File: src/pio_pkg.sv
/*
 * Shared constants of the parallel I/O tape interface: register offsets,
 * control and status bit positions, I/O line layout and transfer timing.
 * Assumes a single 200 MHz system clock; times are in nanoseconds.
 */
`default_nettype none

package pio_pkg;

   // Register byte offsets in the I/O space
   localparam logic [6:0] OFS_SPARE     = 7'h00;
   localparam logic [6:0] OFS_CAPTURE   = 7'h02;
   localparam logic [6:0] OFS_ALT_LOW   = 7'h04;
   localparam logic [6:0] OFS_BASE      = 7'h06;
   localparam logic [6:0] OFS_MASK0     = 7'h08;
   localparam logic [6:0] OFS_MASK1     = 7'h0A;
   localparam logic [6:0] OFS_MASK2     = 7'h0C;
   localparam logic [6:0] OFS_VECTOR    = 7'h0E;
   localparam logic [6:0] OFS_MODE0     = 7'h10;
   localparam logic [6:0] OFS_MODE1     = 7'h12;
   localparam logic [6:0] OFS_MODE2     = 7'h14;
   localparam logic [6:0] OFS_ALT_MID   = 7'h16;
   localparam logic [6:0] OFS_INVERT0   = 7'h18;
   localparam logic [6:0] OFS_INVERT1   = 7'h1A;
   localparam logic [6:0] OFS_INVERT2   = 7'h1C;
   localparam logic [6:0] OFS_STATUS    = 7'h1E;
   localparam logic [6:0] OFS_HELD0     = 7'h20;
   localparam logic [6:0] OFS_HELD1     = 7'h22;
   localparam logic [6:0] OFS_HELD2     = 7'h24;
   localparam logic [6:0] OFS_ALT_HIGH  = 7'h26;
   localparam logic [6:0] OFS_RAW0      = 7'h28;
   localparam logic [6:0] OFS_RAW1      = 7'h2A;
   localparam logic [6:0] OFS_RAW2      = 7'h2C;

   // Base control bits
   localparam int BASE_IRQ_EN   = 1;
   localparam int BASE_FORCE    = 2;
   localparam int BASE_WR_ODD   = 4;
   localparam int BASE_RD_ODD   = 5;

   // Status bits
   localparam int STAT_BUSY     = 0;
   localparam int STAT_PAR_ERR  = 1;

   // I/O line layout
   localparam int LINES         = 48;
   localparam int ADDR_BITS     = 22;
   localparam int DATA_LO       = 22;
   localparam int DATA_BITS     = 16;
   localparam int PARITY_LINE   = 38;
   localparam int XFER_N_LINE   = 39;
   localparam int ASTB_N_LINE   = 40;
   localparam int DSTB_LINE     = 41;
   localparam int DIR_LINE      = 42;
   localparam int STAT_LO       = 43;
   localparam int GROUP         = 16;
   localparam int GROUPS        = 3;

   // Reset values
   localparam logic [15:0] REG_RESET = 16'h0000;
   localparam logic [16:0] DATA_RELEASE = 17'h1FFFF;

   // Bus answer: one wait state
   localparam logic [1:0] BUS_IDLE  = 2'h0;
   localparam logic [1:0] BUS_WAIT  = 2'h1;
   localparam logic [1:0] BUS_ACK   = 2'h2;
   localparam logic [1:0] BUS_DONE  = 2'h3;

   // Transfer timing (ns) and derived cycle counts at the system clock
   localparam int CLK_MHZ       = 200;
   localparam int T_SETUP_NS    = 500;
   localparam int T_RD_DATA_NS  = 1000;
   localparam int T_WR_DATA_NS  = 2000;
   localparam int T_RECOVER_NS  = 250;
   localparam int SETUP_CYC     = (T_SETUP_NS * CLK_MHZ + 999) / 1000;
   localparam int RD_DATA_CYC   = (T_RD_DATA_NS * CLK_MHZ + 999) / 1000;
   localparam int WR_DATA_CYC   = (T_WR_DATA_NS * CLK_MHZ + 999) / 1000;
   localparam int RECOVER_CYC   = (T_RECOVER_NS * CLK_MHZ + 999) / 1000;

   typedef enum logic [2:0] {
      SEQ_IDLE,
      SEQ_SETUP,
      SEQ_DATA,
      SEQ_RECOVER,
      SEQ_STORE,
      SEQ_DRAIN
   } pio_seq_t;

endpackage : pio_pkg

`default_nettype wire

File: src/pio_pair_buffer.sv
/*
 * Two-entry buffer with valid/ready on both sides.
 * Assumes one clock and a synchronous active-high reset.
 */
`timescale 1ns/1ps
`default_nettype none

module pio_pair_buffer #(
   parameter int WIDTH = 16
) (
   // Clock and reset
   input  wire logic             sys_clk,
   input  wire logic             rst,
   // Fill side
   input  wire logic             inValid,
   output logic                  inReady,
   input  wire logic [WIDTH-1:0] inData,
   // Drain side
   output logic                  outValid,
   input  wire logic             outReady,
   output logic      [WIDTH-1:0] outData
);

   logic [WIDTH-1:0] mem_q [2];
   logic             wrPtr_q;
   logic             rdPtr_q;
   logic [1:0]       count_q;
   logic             push;
   logic             pop;

   assign inReady  = (count_q != 2'h2);
   assign outValid = (count_q != 2'h0);
   assign outData  = mem_q[rdPtr_q];
   assign push     = inValid && inReady;
   assign pop      = outValid && outReady;

   always_ff @(posedge sys_clk)
   begin
      if (push)
      begin
         mem_q[wrPtr_q] <= inData;
      end
   end

   always_ff @(posedge sys_clk)
   begin
      if (rst)
      begin
         wrPtr_q <= 1'b0;
         rdPtr_q <= 1'b0;
         count_q <= 2'h0;
      end
      else
      begin
         if (push)
            wrPtr_q <= ~wrPtr_q;
         if (pop)
            rdPtr_q <= ~rdPtr_q;
         if (push && !pop)
            count_q <= count_q + 2'h1;
         else if (pop && !push)
            count_q <= count_q - 2'h1;
      end
   end

endmodule : pio_pair_buffer

`default_nettype wire

File: src/pio_tape_top.sv
/*
 * Parallel I/O tape interface: IP bus slave with one wait state, tape
 * transfer sequencer on 48 I/O lines, and per-line input hold filter
 * with a maskable interrupt.
 * Assumes all bus and pin inputs are synchronous to sys_clk; open-drain
 * and tri-state resolution of the I/O lines is done outside.
 */
`timescale 1ns/1ps
`default_nettype none

// Notes on behaviour
// - Lines 21..0 always drive the captured transfer address.
// - Seventeen data and parity lines released (all ones) outside write cycles.
// - Four control outputs always driven: active, address strobe, data strobe, direction.
// - A memory-space access while the sequencer is idle starts a transfer; busy holds until data stored.
// - Host write is answered after one wait state; busy clears at transfer end.
// - Host memory read answers after one wait state with invalid data.
// - Strobe phases timed by sequencer constants; write cycle longer than read.
// - Sequencer delays are parameters, changeable without restructuring.
// - All 48 lines sampled back, readable raw and through the hold path.
// - Per-channel inversion then enable gate the filtered capture.
// - Edge mode sets hold on rising edge; level mode whenever high.
// - Pins registered, registered again after gating, then per-channel hold latch.
// - Hold latches cleared per sixteen-channel group by its read; no event lost.
// - Pulses of two reference clocks are caught.
// - All registers and filter logic run on the one bus clock.
// - OR of held bits drives the interrupt line when master enable set.
// - Interrupt drops when held data read or master enable cleared.
// - Per-channel mask and writable vector, readable also in acknowledge space.
// - Identity bytes read-only, one per word; registers are 16-bit words.
// - Every configuration register reads back its last written value.
// - Odd/even parity selects; write parity generated, read mismatch flagged.
// - Tape read data captured, then moved to a second holding register.
// - Base bit 1 is master enable, bit 2 forces interrupt under that enable.
// - Mode bit one means edge capture; invert bit one inverts the channel.
module pio_tape_top #(
   parameter int SETUP_CYC   = pio_pkg::SETUP_CYC,
   parameter int RD_DATA_CYC = pio_pkg::RD_DATA_CYC,
   parameter int WR_DATA_CYC = pio_pkg::WR_DATA_CYC,
   parameter int RECOVER_CYC = pio_pkg::RECOVER_CYC,
   parameter logic [7:0] ID_BYTE0 = 8'h5A,  // Arbitrary identity value
   parameter logic [7:0] ID_BYTE1 = 8'h11,  // Arbitrary identity value
   parameter logic [7:0] ID_BYTE2 = 8'h22,  // Arbitrary identity value
   parameter logic [7:0] ID_BYTE3 = 8'h33   // Arbitrary identity value
) (
   // Clock and reset
   input  wire logic        sys_clk,
   input  wire logic        rst,
   // IP bus
   input  wire logic        ioSel_n,
   input  wire logic        memSel_n,
   input  wire logic        idSel_n,
   input  wire logic        intSel_n,
   input  wire logic        rdWr,
   input  wire logic [5:0]  ipAddr,
   input  wire logic [21:0] memAddr,
   input  wire logic [15:0] ipDataIn,
   output logic      [15:0] ipDataOut,
   output logic             ipDataOe,
   output logic             ack_n,
   output logic             intReq0_n,
   // I/O lines
   input  wire logic [47:0] ioIn,
   output logic      [47:0] ioOut,
   output logic      [47:0] ioOe
);

   localparam int CW = 16;

   // Bus slave
   logic [1:0]  busCnt_q;
   logic        take;
   logic [6:0]  ofs;
   logic [15:0] rdData;
   logic [15:0] dataOut_q;
   logic        anySel;

   // Registers
   logic [15:0] spare_q;
   logic [15:0] base_q;
   logic [15:0] vector_q;
   logic [15:0] mask_q   [3];
   logic [15:0] mode_q   [3];
   logic [15:0] invert_q [3];
   logic [15:0] alt_q    [3];
   logic [15:0] capture_q;

   // Filter
   logic [47:0] pin_q;
   logic [47:0] cond_q;
   logic [47:0] condPrev_q;
   logic [47:0] hold_q;
   logic [47:0] setHold;
   logic [47:0] clrHold;
   logic [47:0] maskAll;
   logic [47:0] modeAll;
   logic [47:0] invAll;
   logic        irq;

   // Sequencer
   pio_pkg::pio_seq_t state_q;
   logic [15:0] waitCnt_q;
   logic [21:0] xferAddr_q;
   logic        xferRead_q;
   logic [15:0] wrWord_q;
   logic        wrParity_q;
   logic [15:0] tapeWord_q;
   logic        parErr_q;
   logic        busy;
   logic        bufInReady;
   logic        bufOutValid;
   logic [15:0] bufOutData;
   logic        captureRead;

   assign anySel = !ioSel_n || !memSel_n || !idSel_n || !intSel_n;
   assign take   = (busCnt_q == pio_pkg::BUS_WAIT);
   assign ofs    = {ipAddr, 1'b0};

   // One wait state: select seen, wait, then acknowledge
   always_ff @(posedge sys_clk)
   begin
      if (rst)
         busCnt_q <= pio_pkg::BUS_IDLE;
      else
         case (busCnt_q)
            pio_pkg::BUS_IDLE: if (anySel) busCnt_q <= pio_pkg::BUS_WAIT;
            pio_pkg::BUS_WAIT: busCnt_q <= pio_pkg::BUS_ACK;
            pio_pkg::BUS_ACK:  busCnt_q <= pio_pkg::BUS_DONE;
            pio_pkg::BUS_DONE: if (!anySel) busCnt_q <= pio_pkg::BUS_IDLE;
            default:           busCnt_q <= pio_pkg::BUS_IDLE;
         endcase
   end

   assign ack_n     = !(busCnt_q == pio_pkg::BUS_ACK);
   assign ipDataOe  = (busCnt_q == pio_pkg::BUS_ACK) && rdWr;
   assign ipDataOut = dataOut_q;

   assign maskAll = {mask_q[2], mask_q[1], mask_q[0]};
   assign modeAll = {mode_q[2], mode_q[1], mode_q[0]};
   assign invAll  = {invert_q[2], invert_q[1], invert_q[0]};

   // Read multiplexer
   always_comb
   begin
      rdData = pio_pkg::REG_RESET;
      if (!idSel_n)
         case (ipAddr[1:0])
            2'h0:    rdData = {8'h00, ID_BYTE0};
            2'h1:    rdData = {8'h00, ID_BYTE1};
            2'h2:    rdData = {8'h00, ID_BYTE2};
            default: rdData = {8'h00, ID_BYTE3};
         endcase
      else if (!intSel_n)
         rdData = vector_q;
      else if (!ioSel_n)
         case (ofs)
            pio_pkg::OFS_SPARE:    rdData = spare_q;
            pio_pkg::OFS_CAPTURE:  rdData = capture_q;
            pio_pkg::OFS_ALT_LOW:  rdData = alt_q[0];
            pio_pkg::OFS_BASE:     rdData = base_q;
            pio_pkg::OFS_MASK0:    rdData = mask_q[0];
            pio_pkg::OFS_MASK1:    rdData = mask_q[1];
            pio_pkg::OFS_MASK2:    rdData = mask_q[2];
            pio_pkg::OFS_VECTOR:   rdData = vector_q;
            pio_pkg::OFS_MODE0:    rdData = mode_q[0];
            pio_pkg::OFS_MODE1:    rdData = mode_q[1];
            pio_pkg::OFS_MODE2:    rdData = mode_q[2];
            pio_pkg::OFS_ALT_MID:  rdData = alt_q[1];
            pio_pkg::OFS_INVERT0:  rdData = invert_q[0];
            pio_pkg::OFS_INVERT1:  rdData = invert_q[1];
            pio_pkg::OFS_INVERT2:  rdData = invert_q[2];
            pio_pkg::OFS_STATUS:   rdData = {pin_q[47:pio_pkg::STAT_LO], 9'h000,
                                             parErr_q, busy};
            pio_pkg::OFS_HELD0:    rdData = hold_q[15:0];
            pio_pkg::OFS_HELD1:    rdData = hold_q[31:16];
            pio_pkg::OFS_HELD2:    rdData = hold_q[47:32];
            pio_pkg::OFS_ALT_HIGH: rdData = alt_q[2];
            pio_pkg::OFS_RAW0:     rdData = pin_q[15:0];
            pio_pkg::OFS_RAW1:     rdData = pin_q[31:16];
            pio_pkg::OFS_RAW2:     rdData = pin_q[47:32];
            default:               rdData = pio_pkg::REG_RESET;
         endcase
   end

   // Memory-space reads load zero here from the read multiplexer; software ignores it
   always_ff @(posedge sys_clk)
   begin
      if (rst)
         dataOut_q <= pio_pkg::REG_RESET;
      else if (take && rdWr)
         dataOut_q <= rdData;
   end

   // Register writes
   always_ff @(posedge sys_clk)
   begin
      if (rst)
      begin
         spare_q  <= pio_pkg::REG_RESET;
         base_q   <= pio_pkg::REG_RESET;
         vector_q <= pio_pkg::REG_RESET;
         for (int i = 0; i < pio_pkg::GROUPS; i++)
         begin
            mask_q[i]   <= pio_pkg::REG_RESET;
            mode_q[i]   <= pio_pkg::REG_RESET;
            invert_q[i] <= pio_pkg::REG_RESET;
            alt_q[i]    <= pio_pkg::REG_RESET;
         end
      end
      else if (take && !rdWr && !ioSel_n)
         case (ofs)
            pio_pkg::OFS_SPARE:    spare_q     <= ipDataIn;
            pio_pkg::OFS_ALT_LOW:  alt_q[0]    <= ipDataIn;
            pio_pkg::OFS_BASE:     base_q      <= ipDataIn;
            pio_pkg::OFS_MASK0:    mask_q[0]   <= ipDataIn;
            pio_pkg::OFS_MASK1:    mask_q[1]   <= ipDataIn;
            pio_pkg::OFS_MASK2:    mask_q[2]   <= ipDataIn;
            pio_pkg::OFS_VECTOR:   vector_q    <= ipDataIn;
            pio_pkg::OFS_MODE0:    mode_q[0]   <= ipDataIn;
            pio_pkg::OFS_MODE1:    mode_q[1]   <= ipDataIn;
            pio_pkg::OFS_MODE2:    mode_q[2]   <= ipDataIn;
            pio_pkg::OFS_ALT_MID:  alt_q[1]    <= ipDataIn;
            pio_pkg::OFS_INVERT0:  invert_q[0] <= ipDataIn;
            pio_pkg::OFS_INVERT1:  invert_q[1] <= ipDataIn;
            pio_pkg::OFS_INVERT2:  invert_q[2] <= ipDataIn;
            pio_pkg::OFS_ALT_HIGH: alt_q[2]    <= ipDataIn;
            default:               ;
         endcase
   end

   // Input filter: pin register, gated register, hold latch
   always_ff @(posedge sys_clk)
   begin
      if (rst)
      begin
         pin_q      <= '0;
         cond_q     <= '0;
         condPrev_q <= '0;
      end
      else
      begin
         pin_q      <= ioIn;
         cond_q     <= (pin_q ^ invAll) & maskAll;
         condPrev_q <= cond_q;
      end
   end

   // Edge mode looks one stage back so a two-clock pulse still shows a rise
   assign setHold = cond_q & (~modeAll | ~condPrev_q);

   always_comb
   begin
      clrHold = '0;
      if (take && rdWr && !ioSel_n)
         case (ofs)
            pio_pkg::OFS_HELD0: clrHold[15:0]  = '1;
            pio_pkg::OFS_HELD1: clrHold[31:16] = '1;
            pio_pkg::OFS_HELD2: clrHold[47:32] = '1;
            default:            clrHold = '0;
         endcase
   end

   // A new event in the clearing cycle survives the clear
   always_ff @(posedge sys_clk)
   begin
      if (rst)
         hold_q <= '0;
      else
         hold_q <= (hold_q & ~clrHold) | setHold;
   end

   assign irq = base_q[pio_pkg::BASE_IRQ_EN]
                && ((|hold_q) || base_q[pio_pkg::BASE_FORCE]);

   always_ff @(posedge sys_clk)
   begin
      if (rst)
         intReq0_n <= 1'b1;
      else
         intReq0_n <= !irq;
   end

   // Transfer sequencer
   assign busy = (state_q != pio_pkg::SEQ_IDLE);

   always_ff @(posedge sys_clk)
   begin
      if (rst)
      begin
         state_q    <= pio_pkg::SEQ_IDLE;
         waitCnt_q  <= '0;
         xferAddr_q <= '0;
         xferRead_q <= 1'b1;
         wrWord_q   <= '1;
         wrParity_q <= 1'b1;
      end
      else
         case (state_q)
            pio_pkg::SEQ_IDLE:
               if (take && !memSel_n)
               begin
                  state_q    <= pio_pkg::SEQ_SETUP;
                  xferAddr_q <= memAddr;
                  xferRead_q <= rdWr;
                  wrWord_q   <= ipDataIn;
                  wrParity_q <= (^ipDataIn) ^ base_q[pio_pkg::BASE_WR_ODD];
                  waitCnt_q  <= CW'(SETUP_CYC - 1);
               end
            pio_pkg::SEQ_SETUP:
               if (waitCnt_q == '0)
               begin
                  state_q   <= pio_pkg::SEQ_DATA;
                  waitCnt_q <= xferRead_q ? CW'(RD_DATA_CYC - 1)
                                          : CW'(WR_DATA_CYC - 1);
               end
               else
                  waitCnt_q <= waitCnt_q - 16'h0001;
            pio_pkg::SEQ_DATA:
               if (waitCnt_q == '0)
               begin
                  state_q   <= xferRead_q ? pio_pkg::SEQ_STORE
                                          : pio_pkg::SEQ_RECOVER;
                  waitCnt_q <= CW'(RECOVER_CYC - 1);
               end
               else
                  waitCnt_q <= waitCnt_q - 16'h0001;
            pio_pkg::SEQ_RECOVER:
               if (waitCnt_q == '0)
                  state_q <= pio_pkg::SEQ_IDLE;
               else
                  waitCnt_q <= waitCnt_q - 16'h0001;
            pio_pkg::SEQ_STORE:
               if (bufInReady)
                  state_q <= pio_pkg::SEQ_DRAIN;
            pio_pkg::SEQ_DRAIN:
               if (!bufOutValid)
                  state_q <= pio_pkg::SEQ_IDLE;
            default:
               state_q <= pio_pkg::SEQ_IDLE;
         endcase
   end

   // First capture of tape data at the end of the read strobe
   always_ff @(posedge sys_clk)
   begin
      if (rst)
      begin
         tapeWord_q <= '0;
         parErr_q   <= 1'b0;
      end
      else if (state_q == pio_pkg::SEQ_DATA && xferRead_q && waitCnt_q == '0)
      begin
         tapeWord_q <= pin_q[pio_pkg::DATA_LO +: pio_pkg::DATA_BITS];
         parErr_q   <= pin_q[pio_pkg::PARITY_LINE]
                       != ((^pin_q[pio_pkg::DATA_LO +: pio_pkg::DATA_BITS])
                           ^ base_q[pio_pkg::BASE_RD_ODD]);
      end
   end

   // Host read of the holding register stalls the buffer for that cycle
   assign captureRead = take && rdWr && !ioSel_n && (ofs == pio_pkg::OFS_CAPTURE);

   pio_pair_buffer #(
      .WIDTH    (pio_pkg::DATA_BITS)
   ) readBuffer (
      .sys_clk  (sys_clk),
      .rst      (rst),
      .inValid  (state_q == pio_pkg::SEQ_STORE),
      .inReady  (bufInReady),
      .inData   (tapeWord_q),
      .outValid (bufOutValid),
      .outReady (!captureRead),
      .outData  (bufOutData)
   );

   always_ff @(posedge sys_clk)
   begin
      if (rst)
         capture_q <= pio_pkg::REG_RESET;
      else if (bufOutValid && !captureRead)
         capture_q <= bufOutData;
   end

   // I/O line drive
   always_comb
   begin
      logic wrDrive;
      logic [16:0] odWord;
      wrDrive = (state_q == pio_pkg::SEQ_DATA) && !xferRead_q;
      odWord  = wrDrive ? {wrParity_q, wrWord_q} : pio_pkg::DATA_RELEASE;
      ioOut   = '0;
      ioOe    = '0;
      ioOut[pio_pkg::ADDR_BITS-1:0] = xferAddr_q;
      ioOe[pio_pkg::ADDR_BITS-1:0]  = '1;
      // Open drain: pull low only where the word holds a zero
      ioOe[pio_pkg::DATA_LO +: pio_pkg::DATA_BITS + 1] = ~odWord;
      ioOut[pio_pkg::XFER_N_LINE]   = !busy || state_q == pio_pkg::SEQ_STORE
                                      || state_q == pio_pkg::SEQ_DRAIN;
      ioOut[pio_pkg::ASTB_N_LINE]   = !(state_q == pio_pkg::SEQ_SETUP
                                        || state_q == pio_pkg::SEQ_DATA);
      ioOut[pio_pkg::DSTB_LINE]     = (state_q == pio_pkg::SEQ_DATA);
      ioOut[pio_pkg::DIR_LINE]      = xferRead_q;
      ioOe[pio_pkg::XFER_N_LINE]    = 1'b1;
      ioOe[pio_pkg::ASTB_N_LINE]    = 1'b1;
      ioOe[pio_pkg::DSTB_LINE]      = 1'b1;
      ioOe[pio_pkg::DIR_LINE]       = 1'b1;
   end

endmodule : pio_tape_top

`default_nettype wire

File: config.mk
export PLATFORM = sky130hd
export DESIGN_NAME = pio_tape_top
export DESIGN_NICKNAME = d
export VERILOG_FILES = /design/src/pio_pkg.sv /design/src/pio_pair_buffer.sv /design/src/pio_tape_top.sv
export SDC_FILE = /design/constraint.sdc
export NUM_CORES = 1
export LEC_CHECK = 0
export ABC_CLOCK_PERIOD_IN_PS = 3100
export BUFFER_PORTS_ARGS = -buffer_cell sky130_fd_sc_hd__buf_2
export CAP_MARGIN = 0
export CORE_AREA = 2 2 209 211
export DETAILED_ROUTE_END_ITERATION = 10
export DIE_AREA = 0 0 211 213
export HOLD_SLACK_MARGIN = 0.08
export PLACE_DENSITY_LB_ADDON = 0.2
export SYNTH_ARGS = -nofsm -noshare
export SYNTH_HDL_FRONTEND = slang
export SYNTH_SLANG_ARGS = --single-unit
File: constraint.sdc
create_clock -name sys_clk -period 3.1 [get_ports sys_clk]
set_input_delay 0.31 -clock sys_clk [delete_from_list [all_inputs] [get_ports sys_clk]]
set_output_delay 0.31 -clock sys_clk [all_outputs]
set_load 0.01 [all_outputs]
Word-level counts from Yosys, hierarchy flattened
Memories as Yosys holds them, arrays and structs flattened. A register that Yosys moved wholly into a read port is not among the register bits. Cells that the tools add are included.

$add $sub $neg: 3. Equality and inequality tests: 43. Muxes and demuxes: 93. Bitwise operators: 26. Reductions and logical operators: 54.

Operators with widths (number): one-hot mux 16 bit (23 select lines) (1); 2-to-1 mux 16 bit (22); bitwise AND 48 bit (3); NOT 48 bit (3); bitwise OR 48 bit (2); one-hot mux 16 bit (4 select lines) (1); 2-to-1 mux 1 bit (52); equality test 6 x 4 -> 1 bit (second input constant) (8); 2-to-1 mux 48 bit (1); OR reduction 48 bit (1); bitwise XOR 48 bit (1); equality test 6 x 5 -> 1 bit (second input constant) (7); parity 16 bit (2); equality test 6 x 3 -> 1 bit (second input constant) (4); 2-to-1 mux 3 bit (7); one-hot mux 7 bit (3 select lines) (1); inequality test 2 bit (second input constant) (9); one-hot mux 3 bit (6 select lines) (1); 2-to-1 mux 17 bit (1); NOT 17 bit (1); zero test 16 bit (1); subtractor 16 x 1 -> 16 bit (second input constant) (1); logical AND 1 bit (15); zero test 1 bit (13); 27 further kinds (61).

Register bits: 339. Memory bits (writable): 224. Input port bits: 99. Output and inout port bits: 115. Memories: 5.

Memories: alt_q (words 3, bits a word 16, rd ports 3, clocked after Yosys merged registers in 0, write ports 3, line pio_tape_top.sv:85) `logic [15:0] alt_q [3];`; invert_q (words 3, bits a word 16, rd ports 3, clocked after Yosys merged registers in 0, write ports 3, line pio_tape_top.sv:84) `logic [15:0] invert_q [3];`; mask_q (words 3, bits a word 16, rd ports 3, clocked after Yosys merged registers in 0, write ports 3, line pio_tape_top.sv:82) `logic [15:0] mask_q [3];`; mode_q (words 3, bits a word 16, rd ports 3, clocked after Yosys merged registers in 0, write ports 3, line pio_tape_top.sv:83) `logic [15:0] mode_q [3];`; readBuffer.mem_q (words 2, bits a word 16, rd ports 1, clocked after Yosys merged registers in 1, write ports 1, line pio_pair_buffer.sv:24) `logic [WIDTH-1:0] mem_q [2];`.

Logic depth before layout (Yosys ltp)
Depth after elaboration: 9. Depth in mapped cells: 11. Depth with buffers taken out: 10.

Modules after synthesis
From an unflattened synthesis, not the netlist that was laid out.

Cell total of the unflattened synthesis: 2157. Area, all modules: 23186.0 um^2.

By module, submodules not included: pio_tape_top (times used 1, cells each 2083, area each 21809.7 um^2, seq. area each 12792.3 um^2); pio_pair_buffer (times used 1, cells each 74, area each 1376.3 um^2, seq. area each 1061.0 um^2).

Worst setup path after synthesis
OpenSTA, ideal clock, no wires.

Path kind: input to register. From: input ipAddr[1]. To: register readBuffer.count_q[1]. Library setup time: 0.070 ns. Arrival: 2.726 ns. Setup slack: 0.303 ns. Cell stages on the path: 10. Buffers on the path: 3. Cells stage by stage: clkbuf_1 or4b_2 clkbuf_1 nor2_2 a21oi_1 clkbuf_1 inv_1 ha_1 or3_1 a21oi_1.

Cells in the longest elaborated chain, start to end: 7.

Ends and longest elaborated chain: from (decl) (line pio_tape_top.sv:55) `input wire logic [5:0] ipAddr,`; equality test 6 x 1 -> 1 bit (*) (line pio_tape_top.sv:361) `assign captureRead = take && rdWr && !ioSel_n && (ofs == pio_pkg::OFS_CAPTURE);`; logical AND 1 bit (*) (line pio_tape_top.sv:361); zero test 1 bit (*) (line pio_tape_top.sv:372) `.outReady (!captureRead),`; logical AND 1 bit (*) (line pio_pair_buffer.sv:35) `assign pop = outValid && outReady;`; zero test 1 bit (line pio_pair_buffer.sv:59) `if (push && !pop)`; logical AND 1 bit (line pio_pair_buffer.sv:59); 2-to-1 mux 2 bit or nonzero test 2 bit (tied branches); to (signal assigned) (line pio_pair_buffer.sv:60) `count_q <= count_q + 2'h1;`; to (signal assigned) (line pio_pair_buffer.sv:62) `count_q <= count_q - 2'h1;`; to (decl) (line pio_pair_buffer.sv:27) `logic [1:0] count_q;`.

Mark *: on every way between the ends. The rest lies on a longest branch, timed or not. A chain may end at the register's enable or synchronous reset.

Worst setup path after layout
From: register state_q[0]. To: output ioOe[32].

Cells in the longest elaborated chain, start to end: 4.

Ends and longest elaborated chain: from (decl) (line pio_tape_top.sv:101) `pio_pkg::pio_seq_t state_q;`; from (signal assigned) (line pio_tape_top.sv:290) `state_q <= pio_pkg::SEQ_IDLE;`; from (signal assigned) (line pio_tape_top.sv:302) `state_q <= pio_pkg::SEQ_SETUP;`; from (signal assigned) (line pio_tape_top.sv:312) `state_q <= pio_pkg::SEQ_DATA;`; equality test 3 x 2 -> 1 bit (line pio_tape_top.sv:389) `wrDrive = (state_q == pio_pkg::SEQ_DATA) && !xferRead_q;`; logical AND 1 bit (line pio_tape_top.sv:389); 2-to-1 mux 17 bit (line pio_tape_top.sv:390) `odWord = wrDrive ? {wrParity_q, wrWord_q} : pio_pkg::DATA_RELEASE;`; NOT 17 bit (line pio_tape_top.sv:396) `ioOe[pio_pkg::DATA_LO +: pio_pkg::DATA_BITS + 1] = ~odWord;`; to (decl) (line pio_tape_top.sv:65) `output logic [47:0] ioOe`.

No other way between the ends.

==> out/results.md <==
| Result | Value |
| --- | --- |
| Die height | 213 um |
| Portion of the post-synthesis area used by sequential elements | 59.46% |
| Fraction of power consumed by the clock network | 36.7% |
| Area growth, synth to finish | 19.33% |
| Total I/O pin count | 214 |
| Number of buffer cells added on primary ports | 160 |
| Critical Path End Type | primary output |
| ANT cells | 0 |
| CTS tree | built |
| Least setup slack across all paths after layout | 0.1929 ns |
| Hold-critical path depth | 2 |
| Register-to-register setup slack | 0.50 ns |
| Largest voltage drop on the vdd net | 606.3 uV |
| Unrepaired setup endpoints after global routing | false |
| Vias post-DR | 18870 |
| Synth Area in Adders | 0.3764% |
| Internal power | 0.01368 W |
| Power share of the sequential group | 47.3% |
| Largest net degree at the start of global routing | 91 |
| Final hold violation count | 0 |
| Net switching power of the design | 0.005573 W |
| Library cells used by synthesis | 76 |
| Post-placement setup slack | 0.3714 ns |
| Max Clk Rate | 344.0 MHz |
| Top_reg_cell synth | sky130_fd_sc_hd__dfxtp_1 |
| Number of enable flip-flop cells after synthesis | 224 |
| Wire length of the first global-routing pass | 125.1 mm |
| Number of cells in the finished layout apart from fillers | 3038 |
| Remaining global-route overflow | 0 |
| Total routed wirelength | 88.45 mm |
| Worst Tran Pin Value | 1.166 ns |
| Placed wire-length estimate after detailed placement | 64.57 mm |
| Hold endpoint | pin_q[45]$_SDFF_PP0_ |
| Clock root buffer | sky130_fd_sc_hd__clkbuf_16 |
| Type of element launching the critical path | register |
| Tightest Hold Check Type | in -> reg |
| Number of nets in the final layout | 2550 |
| Core area | 42700 sq um |
| Setup clock skew after layout | 0.02012 ns |
| Number of setup violations in the final report | 0 |
| Final slew viol count | 0 |
| Final total power | 0.01925 W |
| Relative slew margins | 22.00% |
| Clock slew seen by the registers of the worst setup and hold paths | 0.07 ns |
| Detail-routed net length per standard cell | 29.11 um |
| Number of vias per cell | 6.210 |
| Largest family of logic cells by synthesized area | simple AND/OR/NAND/NOR gates |
| Multiplexer share of the synthesized area | 2.302% |
| Reg-to-Reg End | waitCnt_q[15]$_SDFFE_PP0P_ |
| CP Data Required Time | 2.79 ns |
| Max cap viols | 0 |
| Syn avg cell area | 10.73 sq um |
| Cell area after layout | 27760 sq um |
| Std-Cell Rows | 76 |
| Number of synthesized register bits | 579 |
| Number of design rule violations left after detail routing | 0 |
| Synthesized instance count | 2168 |
| Worst-Skew Late Latency | 0.63 ns |
| Post-layout min period | 2.907 ns |
| Aggregate global-route resource usage | 39.18% |
| CTS H-Tree Depth | 2 |
| Count of placed standard cells including taps | 2847 |
| Logic gate share of total power | 15.9% |
| Share of layout cells above drive strength 1 | 16.45% |
| Initial Util | 54.49% |
| Filler Cells Inserted | 3327 |
| Last weighted congestion value of the routability-driven placer | 1.057 |
| Synthesized cell area | 23270 sq um |
| Asr flop ratio synth | 0% |
| Status | completed |
| Cts bufs inserted | 56 |
| Via count of the first global-routing pass | 17660 |
| Total negative slack | 0 ns |
| Area fraction in and, or, nand and nor cells after synthesis | 17.21% |
| Floorplan die width | 211 um |
| Share of the cycle needed by the critical path after routing | 93.78% |
| R2r startpoint | busCnt_q[1]$_SDFFE_PP0P_ |
| Initial antenna violation count | 2 |
| Post-DRT Antenna Nets | 0 |
| Startpoint of the lowest-slack hold path | rst |
| Number of cells traversed by the worst register-to-register path | 7 |
| CP Class | reg -> out |
| Power Dens Cells | 693.3 nW/um^2 |
| Die Footprint | 44940 sq um |
| Xor and xnor fraction of the mapped netlist area | 3.463% |
| Pleak | 10.89 nW |
| Number of sinks driven by the clock tree | 579 |
| Detailed Routing Iterations Pass 1 | 7 |
| Total of warnings raised by yosys | 0 |
| Buffers from clock root to sink, at most | 3 |
| Net switching fraction of the power | 28.95% |
| Critical Path AT | 2.60 ns |
| Post-detailed-placement cell area | 25000 sq um |
| Post-synthesis compound-gate area fraction | 12.76% |
| Worst-path fanout max | 19 |
| Detailed Route Iter0 Violations | 2771 |
## flip-flops by register name (all words and copies together) (netlist names), 22 cells and up
signal and cells:
alt_q 48, condPrev_q 48, cond_q 48, hold_q 48
invert_q 48, mask_q 48, mode_q 48, pin_q 48
readBuffer.mem_q 32, xferAddr_q 22
## power groups by stage
stage               Combinational (W)  Sequential [W]  Clock [W]
floorplan                     0.00213         0.00888          0
global placement              0.00285         0.00922          0
detailed placement            0.00291         0.00924          0
CTS                           0.00301         0.00908    0.00711
global route                  0.00334         0.00914    0.00740
finish                        0.00306         0.00911    0.00707
## kinds of logic (layout without fill, tap and decap cells)
kind of cell               after synthesis  after routing
DFF                                    579            579
muxes                                   50             50
adders and majority gates                7              7
other                                    2             53
and+or+nand+nor                        807            807
xor gates and xnor gates                92             92
AOI/OAI and AO/OA                      423            423
buffers and inverters                  208            481
## final cells by class
| type | count | area, sq um | area share (%) |
|---|---|---|---|
| well taps | 546 | 683.2 | 2.461 |
| inverters | 20 | 75.07 | 0.2704 |
| clock buffers | 69 | 1501 | 5.408 |
| clock inverters | 37 | 409.1 | 1.474 |
| flip-flops and latches | 579 | 13830 | 49.82 |
| repair buffers | 355 | 2624 | 9.450 |
| multi-input cells | 1432 | 8638 | 31.11 |
## layout by cell type, fill, tap and decap left out, types with 73 or more instances in the layout
master,n
sky130_fd_sc_hd__dfxtp_1,355
sky130_fd_sc_hd__nand2_1,321
sky130_fd_sc_hd__edfxtp_1,224
sky130_fd_sc_hd__buf_2,159
sky130_fd_sc_hd__a21oi_1,114
sky130_fd_sc_hd__a22oi_1,112
sky130_fd_sc_hd__nor2b_1,107
sky130_fd_sc_hd__buf_4,99
sky130_fd_sc_hd__nor2_1,95
sky130_fd_sc_hd__dlygate4sd3_1,85
sky130_fd_sc_hd__and2_1,73
## Yosys cell counts (all sizes together), types with 6 or more instances
cell type	count	area, sq um
nor2	96	362.8
a21oi	124	654.4
mux2	8	90.09
dfxtp	355	7107
nor2b	107	669.4
and2	73	456.7
or4	8	63.81
nand4	18	112.6
and3	55	344.1
buf	66	489.2
a222oi	10	100.1
xnor2	35	306.5
o21ai	31	158.9
o22ai	7	43.79
nor3	30	166.4
a22oi	112	840.8
mux2i	40	400.4
ha	7	87.58
nand2b	9	56.30
inv	20	75.07
a211oi	22	165.2
a221oi	8	70.07
xor2	57	499.2
o211ai	8	60.06
o31ai	6	45.04
edfxtp	224	6726
a22o	57	499.2
nand2	330	1261
nor4	24	150.1
clkbuf	122	457.9
nand3	33	170.2
## layer usage
layer	part of all wire, %	track usage, %	vias up
met2	43	56.98	1278
met4	4.0	15.47	0
li1	-	-	8185
met3	13	11.66	198
met1	40	54.98	9204
met5	0	0	-
## stage by stage
| step | util (%) | hold WS, ns |
|---|---|---|
| after floorplan | - | 0.3943 |
| after CTS | 65.03 | 0.08142 |
| final | 65.03 | 0.09859 |
| after global routing | 65.03 | 0.1047 |
| after detailed placement | 58.56 | 0.4398 |
| after global placement | 58.56 | 0.4302 |
## how the worst max path moves through the flow
stage,from,endpoint,slack [ns],depth (start not counted)
after floorplan,ipAddr[1],readBuffer.count_q[1]$_SDFFE_PP0P_,0.30,10
after global placement,ipAddr[3],ipDataOut[3]$_SDFFE_PP0P_,0.31,8
after detailed placement,ipAddr[2],ipDataOut[3]$_SDFFE_PP0P_,0.37,8
after CTS,state_q[0]$_SDFFE_PP0P_,ioOe[26],0.26,5
after global routing,state_q[0]$_SDFFE_PP0P_,ioOe[32],0.07,5
final,state_q[0]$_SDFFE_PP0P_,ioOe[32],0.19,5
## worst max-delay path, cell delays in order, from the launching register on
cell and delay, ns:
sky130_fd_sc_hd__dfxtp_1 0.68, sky130_fd_sc_hd__nor2_1 0.14, sky130_fd_sc_hd__and2_1 0.23, sky130_fd_sc_hd__nand2b_1 0.58, sky130_fd_sc_hd__nor2_1 0.13, sky130_fd_sc_hd__buf_2 0.19
## what timing repair did
action	CTS	global route
hold buffers	85	0
gates resized for setup	0	0
endpoints found under the hold margin	109	0
setup buffers	0	0
Note: power is estimated with default switching activity, not from simulation.
